## src/verilog/sesr_pkg.sv

```systemverilog
package sesr_pkg;

    // ==========================================================
    // standard event bit positions
    localparam int SESR_OPC_BIT   = 0;
    localparam int SESR_QRY_BIT   = 2;
    localparam int SESR_DEV_BIT   = 3;
    localparam int SESR_EXE_BIT   = 4;
    localparam int SESR_CMD_BIT   = 5;
    localparam int SESR_PWR_BIT   = 7;
    localparam logic [7:0] SESR_EVENT_USED = 8'hbd;
    localparam logic [7:0] SESR_FAULT_BITS = 8'h3c;

    // ==========================================================
    // status byte bit positions
    localparam int SESR_QUESTIONABLE_SUMMARY_BIT_BIT  = 3;
    localparam int SESR_MAV_BIT   = 4;
    localparam int SESR_ESB_BIT   = 5;
    localparam int SESR_RQS_BIT   = 6;
    localparam logic [7:0] SESR_STB_USED  = 8'h78;
    localparam logic [7:0] SESR_SRE_USED  = 8'hb8;

    // ==========================================================
    // reset values
    localparam logic [7:0]  SESR_EVENT_RESET = 8'h80;
    localparam logic [7:0]  SESR_MASK_RESET  = 8'h00;
    localparam logic [15:0] SESR_QMASK_RESET = 16'h0000;
    localparam int          SESR_QUESTIONABLE_SUMMARY_BIT_WIDTH  = 16;

    // ==========================================================
    // power-up mask handling states
    typedef enum logic [1:0] {
        SESR_PU_WAIT = 2'b00,
        SESR_PU_DONE = 2'b01
    } sesr_pu_t;

endpackage

```

## src/verilog/sesr_event_bit.sv

```systemverilog
`timescale 1ns/1ps
module sesr_event_bit
    import sesr_pkg::*;
#(
    parameter logic RESET_VAL = 1'b0
) (
    input  wire logic clock_in,
    input  wire logic rst_in,
    input  wire logic set_in,
    input  wire logic clear_in,
    output logic      flag_out
);

    // ==========================================================
    // sticky flag, set wins over clear
    always_ff @(posedge clock_in or posedge rst_in) begin
        if (rst_in) begin
            flag_out <= RESET_VAL;
        end else if (set_in) begin
            flag_out <= 1'b1;
        end else if (clear_in) begin
            flag_out <= 1'b0;
        end
    end

endmodule

```

## src/verilog/sesr_status_event_summary_srq.sv

```systemverilog
`timescale 1ns/1ps
// Summary of operation
// - set op complete after operation complete
// - set query fault on buffer conditions
// - set selftest or calibration fault flag
// - set execution fault on failed command
// - set command fault on syntax error
// - power cycle flag held until read or clear-status
// - push error queue entry on bits 2-5
// - clear events on clear-status or read
// - event summary is masked OR
// - masks cleared by zero or power-on
// - output pending while output data waits
// - status byte bits 3-5 computed without latching
// - questionable summary from masked questionable bits
// - event summary bit; unused bits zero
// - service request from enabled summary bits
// - request cleared by poll or source read
// - serial poll clears only bit 6
// - status query returns byte, clears nothing
// - clear-status clears bits 5 and 6; read clears bit5
// - queries return binary weighted value
// - event bits latch; reset loads 8'h80
module sesr_status_event_summary_srq
    import sesr_pkg::*;
(
    input  wire logic        clock_in,
    input  wire logic        rst_in,
    input  wire logic        op_complete_in,
    input  wire logic        query_fault_in,
    input  wire logic        selftest_cal_fault_in,
    input  wire logic        exec_fault_in,
    input  wire logic        command_fault_in,
    input  wire logic        clear_status_in,
    input  wire logic        event_read_in,
    input  wire logic        questionable_summary_bit_read_in,
    input  wire logic        serial_poll_in,
    input  wire logic        status_query_in,
    input  wire logic        event_mask_wr_in,
    input  wire logic [7:0]  event_mask_in,
    input  wire logic        srq_mask_wr_in,
    input  wire logic [7:0]  srq_mask_in,
    input  wire logic        questionable_summary_bit_mask_wr_in,
    input  wire logic [15:0] questionable_summary_bit_mask_in,
    input  wire logic        power_clear_wr_in,
    input  wire logic        power_clear_in,
    input  wire logic [15:0] questionable_summary_bit_event_in,
    input  wire logic        output_pending_in,
    output logic [7:0]       standard_event_latch_out,
    output logic [7:0]       status_summary_byte_out,
    output logic [7:0]       event_mask_out,
    output logic [7:0]       srq_mask_out,
    output logic [15:0]      questionable_summary_bit_mask_out,
    output logic             power_clear_out,
    output logic             error_push_out,
    output logic             service_request_out,
    output logic [7:0]       poll_byte_out,
    output logic             poll_valid_out,
    output logic [7:0]       query_byte_out,
    output logic             query_valid_out
);

    // ==========================================================
    // helpers
    function automatic logic any_masked(input logic [15:0] bits,
                                        input logic [15:0] mask);
        any_masked = |(bits & mask);
    endfunction

    // ==========================================================
    // event latch
    logic [7:0] next_set;
    logic [7:0] event_latch;
    logic       event_clear;

    always_comb begin
        next_set = 8'h00;
        next_set[SESR_OPC_BIT] = op_complete_in;
        next_set[SESR_QRY_BIT] = query_fault_in;
        next_set[SESR_DEV_BIT] = selftest_cal_fault_in;
        next_set[SESR_EXE_BIT] = exec_fault_in;
        next_set[SESR_CMD_BIT] = command_fault_in;
    end

    assign event_clear = clear_status_in | event_read_in;

    genvar gi;
    generate
        for (gi = 0; gi < 8; gi++) begin : g_evt
            if (SESR_EVENT_USED[gi]) begin : g_used
                sesr_event_bit #(
                    .RESET_VAL (SESR_EVENT_RESET[gi])
                ) u_bit (
                    .clock_in (clock_in),
                    .rst_in   (rst_in),
                    .set_in   (next_set[gi]),
                    .clear_in (event_clear),
                    .flag_out (event_latch[gi])
                );
            end else begin : g_zero
                assign event_latch[gi] = 1'b0;
            end
        end
    endgenerate

    assign standard_event_latch_out = event_latch;

    // ==========================================================
    // error queue push on any fault bit set input, latched or not
    logic [7:0] fault_sel;
    assign fault_sel = SESR_FAULT_BITS;

    always_ff @(posedge clock_in or posedge rst_in) begin
        if (rst_in) begin
            error_push_out <= 1'b0;
        end else begin
            error_push_out <= any_masked({8'h00, next_set}, {8'h00, fault_sel});
        end
    end

    // ==========================================================
    // power-on clear setting and masks
    sesr_pu_t pu_state;

    // setting survives power cycles, like the masks
    always_ff @(posedge clock_in) begin
        if (power_clear_wr_in) begin
            power_clear_out <= power_clear_in;
        end
    end

    always_ff @(posedge clock_in or posedge rst_in) begin
        if (rst_in) begin
            pu_state <= SESR_PU_WAIT;
        end else begin
            case (pu_state)
                SESR_PU_WAIT: pu_state <= SESR_PU_DONE;
                SESR_PU_DONE: pu_state <= SESR_PU_DONE;
                default:      pu_state <= SESR_PU_DONE;
            endcase
        end
    end

    // masks survive reset; cleared at power-up when setting is 1
    logic pu_clear;
    assign pu_clear = (pu_state == SESR_PU_WAIT) && power_clear_out;

    always_ff @(posedge clock_in) begin
        if (pu_clear) begin
            event_mask_out <= SESR_MASK_RESET;
        end else if (event_mask_wr_in) begin
            event_mask_out <= event_mask_in;
        end
    end

    always_ff @(posedge clock_in) begin
        if (pu_clear) begin
            srq_mask_out <= SESR_MASK_RESET;
        end else if (srq_mask_wr_in) begin
            srq_mask_out <= srq_mask_in;
        end
    end

    always_ff @(posedge clock_in) begin
        if (pu_clear) begin
            questionable_summary_bit_mask_out <= SESR_QMASK_RESET;
        end else if (questionable_summary_bit_mask_wr_in) begin
            questionable_summary_bit_mask_out <= questionable_summary_bit_mask_in;
        end
    end

    // ==========================================================
    // status byte summary, not latched
    logic questionable_summary_bit_sum;
    logic esb_sum;
    logic [7:0] summary;

    assign questionable_summary_bit_sum = any_masked(questionable_summary_bit_event_in, questionable_summary_bit_mask_out);
    assign esb_sum  = any_masked({8'h00, event_latch}, {8'h00, event_mask_out});

    always_comb begin
        summary = 8'h00;
        summary[SESR_QUESTIONABLE_SUMMARY_BIT_BIT] = questionable_summary_bit_sum;
        summary[SESR_MAV_BIT]  = output_pending_in;
        summary[SESR_ESB_BIT]  = esb_sum;
    end

    // ==========================================================
    // service request bit
    logic cause;
    logic service_request_bit;
    logic cause_q;

    assign cause = any_masked({8'h00, summary}, {8'h00, srq_mask_out & SESR_STB_USED});

    always_ff @(posedge clock_in or posedge rst_in) begin
        if (rst_in) begin
            cause_q <= 1'b0;
        end else begin
            cause_q <= cause;
        end
    end

    always_ff @(posedge clock_in or posedge rst_in) begin
        if (rst_in) begin
            service_request_bit <= 1'b0;
        end else if (cause && !cause_q) begin
            service_request_bit <= 1'b1;
        end else if (serial_poll_in || clear_status_in) begin
            service_request_bit <= 1'b0;
        end else if ((event_read_in || questionable_summary_bit_read_in) && service_request_bit) begin
            service_request_bit <= 1'b0;
        end
    end

    assign service_request_out = service_request_bit;

    always_comb begin
        status_summary_byte_out = summary;
        status_summary_byte_out[SESR_RQS_BIT] = service_request_bit;
    end

    // ==========================================================
    // poll and query answers
    always_ff @(posedge clock_in or posedge rst_in) begin
        if (rst_in) begin
            poll_valid_out <= 1'b0;
        end else begin
            poll_valid_out <= serial_poll_in;
        end
    end

    always_ff @(posedge clock_in or posedge rst_in) begin
        if (rst_in) begin
            poll_byte_out <= 8'h00;
        end else if (serial_poll_in) begin
            poll_byte_out <= status_summary_byte_out;
        end
    end

    always_ff @(posedge clock_in or posedge rst_in) begin
        if (rst_in) begin
            query_valid_out <= 1'b0;
        end else begin
            query_valid_out <= status_query_in;
        end
    end

    always_ff @(posedge clock_in or posedge rst_in) begin
        if (rst_in) begin
            query_byte_out <= 8'h00;
        end else if (status_query_in) begin
            query_byte_out <= status_summary_byte_out;
        end
    end

endmodule

```

## config.mk

```make
export PLATFORM = sky130hd
export DESIGN_NAME = sesr_status_event_summary_srq
export DESIGN_NICKNAME = d
export VERILOG_FILES = /design/src/verilog/sesr_pkg.sv /design/src/verilog/sesr_event_bit.sv /design/src/verilog/sesr_status_event_summary_srq.sv
export SDC_FILE = /design/constraint.sdc
export NUM_CORES = 1
export LEC_CHECK = 0
export BUFFER_PORTS_ARGS = -buffer_cell sky130_fd_sc_hd__buf_4
export CAP_MARGIN = 10
export CORE_MARGIN = 2
export CORE_UTILIZATION = 42
export DETAILED_ROUTE_END_ITERATION = 16
export PLACE_DENSITY = 0.85
export SYNTH_ARGS = -nofsm -noshare
export SYNTH_HDL_FRONTEND = slang
export SYNTH_HIERARCHICAL = 1
export SYNTH_SLANG_ARGS = --single-unit
```

## constraint.sdc

```tcl
create_clock -name clock_in -period 1.5 [get_ports clock_in]
set_input_delay 0.3 -clock clock_in [delete_from_list [all_inputs] [get_ports clock_in]]
set_output_delay 0.3 -clock clock_in [all_outputs]
set_load 0.02 [all_outputs]
```

==> qor.csv <==
metric;value;unit
cts_buffers;5;
leakage;1.72;nW
die_y;75.5;um
wirelength;5260;um
synth_cell_types;25;
synth-async-reset-ratio;37.7;%
ys_ff_latch;53;
num_antenna_cells;0;
syn_inst;193;
worstHoldPathCells;1;
io_buffers;120;
hpwl;4160;um
path_buf_inv;1;
power.share.clock;22.0;%
cts_tree;done;
insertion_delay;0.29;ns
cp_data_arrival_time;1.34;ns
worst_pin_slew;0.560;ns
skew;0.00889;ns
setup_violations;3;
synthToLayoutAreaGrowth;50.6;%
crit_path_max_fanout;3;
clk_path_buf_depth;2;
synth_warnings;6;
period_share;109;%
cts_root_buf;clkbuf_8;
rsz0062_at_grt;true;
path_class;register to output port;
crit_family;compound AO/OA/AOI/OAI gates;
critPathLaunchType;register;
seqPwrFrac;49.6;%
via_count;1787;
cp_slowest_cell;dfxtp_2;
slowest_delay;0.34;ns
switchingPower;0.00103;W
violations;negative setup slack;
drc;0;
setup_slack;-0.142;ns
hold_violations;0;
drtIter0Drc;65;
synth_edf_count;1;
h-tree-depth;2;
finalMaxSlewViolations;0;
grt_pass1_wl;7850;um
fp.coreArea;0.00501;sq mm
grt_max_degree;25;
rr_worst_depth;6;
path_cells;a22o_1 -> a221oi_2 -> nand4_1 -> buf_4;
syn_area;0.00215;sq mm
hold_class;input pin to register;
fin_crit;1.64;ns
nets;387;
die_w;75.5;um
finalNonFillerCells;392;
cts_sinks;53;
synth_area_per_cell;11.1;sq um
power;0.00342;W
drtPass1Iterations;4;
powerDensity;1060;mW/mm^2
cts.clk_slew.worst_paths;0.09;ns
intPower;0.00239;W
worstSetupEndpointType;output port;
std_cell_rows;26;
grt_use_total;18.1;%
antenna_found_initial;0;
max-slew-margin-rel;62.6;%
drive_gt1_share;50.3;%
power_frac_comb;28.4;%
max_freq;609;MHz
yosysSeqAreaShare;54.6;%
die-area;0.00570;sq mm
grt_pass1_vias;1797;
io_pins;135;
grt_remaining_overflow;0;
outcome;finished, violations left;
cp_num_cells;4;
dp_cells;377;
start_util;42.9;%
p_sw_share;30.1;%
drt-wirelength-per-cell;13.4;um
drv_cap;0;
peakVddDrop;669;uV
drtAntennaViolNets;0;
required;1.20;ns
place_congestion;0.767;
synth_top_flop_cell;dfxtp_1;
viasPerCell;4.56;
stage by stage:
stage | util (%) | instance area, sq um | hold WS (ns) | setup TNS, ns | setup WS (ns)
2_1_floorplan | - | 2200 | 0.0287 | 0 | 0.0993
4_1_cts | 64.4 | 3220 | 0.158 | -0.267 | -0.162
3_3_place_gp | 61.3 | 3070 | 0.186 | -0.525 | -0.154
3_5_place_dp | 61.3 | 3070 | 0.190 | -0.685 | -0.204
6_report | 64.6 | 3240 | 0.169 | -0.212 | -0.142
5_1_grt | 64.6 | 3240 | 0.153 | -0.634 | -0.233
synthesized netlist by cell type, types with 2 or more instances:
library cell | count | area, sq um
a22o_1 | 4 | 35.0
buf_2 | 2 | 10.0
conb_1 | 2 | 7.51
nor2_1 | 32 | 120
a221oi_2 | 4 | 60.1
inv_1 | 14 | 52.6
mux2i_1 | 32 | 320
a22oi_1 | 3 | 22.5
mux2_2 | 8 | 90.1
dfrtp_1 | 19 | 475
buf_4 | 18 | 135
a21o_1 | 6 | 45.0
clkbuf_1 | 6 | 22.5
dfxtp_1 | 32 | 641
path summary, 6_finish.rpt:
| check | from | to | slack [ns] |
|---|---|---|---|
| min in group asynchronous | rst_in | g_evt[4].g_used.u_bit/flag_out | 0.43 |
| max in group asynchronous | rst_in | pu_state[0] | 0.47 |
| max | questionable_summary_bit_mask_out[4] | status_summary_byte_out[3] | -0.14 |
| min reg2reg | cause_q | service_request_out | 0.44 |
| max reg2reg | questionable_summary_bit_mask_out[4] | service_request_out | -0.05 |
| min | status_query_in | query_valid_out | 0.17 |
layout by cell type, fill, tap and decap left out:
| master | count |
|---|---|
| buf_4 | 131 |
| mux2i_1 | 32 |
| nor2_1 | 32 |
| dfxtp_1 | 28 |
| dfrtp_1 | 19 |
| conb_1 | 16 |
| inv_1 | 14 |
| mux2_2 | 8 |
| a21o_1 | 6 |
| clkbuf_8 | 5 |
| a22o_1 | 4 |
| a221oi_2 | 4 |
| dfxtp_2 | 4 |
| a22oi_2 | 3 |
| clkinv_2 | 2 |
| nand3_2 | 1 |
| nand4_1 | 1 |
| a222oi_1 | 1 |
| or2_2 | 1 |
| nor3_1 | 1 |
| nand2_1 | 1 |
| o21ai_1 | 1 |
| or4_1 | 1 |
| nor2b_2 | 1 |
| clkbuf_1 | 1 |
| dfstp_2 | 1 |
| dlygate4sd3_1 | 1 |
| buf_6 | 1 |
| edfxtp_1 | 1 |
kinds of logic (layout without fill, tap and decap cells):
kind of cell | Yosys count | after routing | synth area share (%)
DFF | 53 | 53 | 54.6
other | 2 | 16 | 0.350
buffers and inverters | 40 | 155 | 10.3
AOI/OAI and AO/OA | 19 | 19 | 8.27
muxes | 40 | 40 | 19.1
and+or+nand+nor | 39 | 39 | 7.46
timing repair:
item	CTS	global route
resized for setup	8	1
hold endpoints to repair	5	0
buffers inserted	5	1
endpoints found under the setup margin	4	4
pin swaps	3	5
hold buffers	1	0
power by group through the flow:
stage               Sequential, W  Combinational [W]  Clock, W
global route              0.00172            0.00105  0.000837
floorplan                 0.00189           0.000340         0
global placement          0.00172           0.000916         0
CTS                       0.00170           0.000973  0.000782
detailed placement        0.00172           0.000942         0
finish                    0.00170           0.000972  0.000755
layout make-up:
class / instances / area [sq um]
tap: 70 / 87.6
clock buffer: 6 / 72.6
sequential: 53 / 1180
timing repair buffer: 133 / 1000
fill: 425 / 1770
inverter: 14 / 52.6
multi-input combinational: 114 / 831
clock inverter: 2 / 10.0
flip-flops by register name, summed over array words and instances (netlist names), 4 cells and up:
signal                             cells
event_mask_out                         8
g_evt.g_used.u_bit/flag_out            6
poll_byte_out                          4
query_byte_out                         4
questionable_summary_bit_mask_out     16
srq_mask_out                           8
metal layers:
layer  share of wire (%)  track usage [%]
met2                  55             33.6
met3                 5.8             3.70
met4                 1.1             6.04
met1                  38             20.5
met5                   0                0
Power figures use the tool's default switching activity.
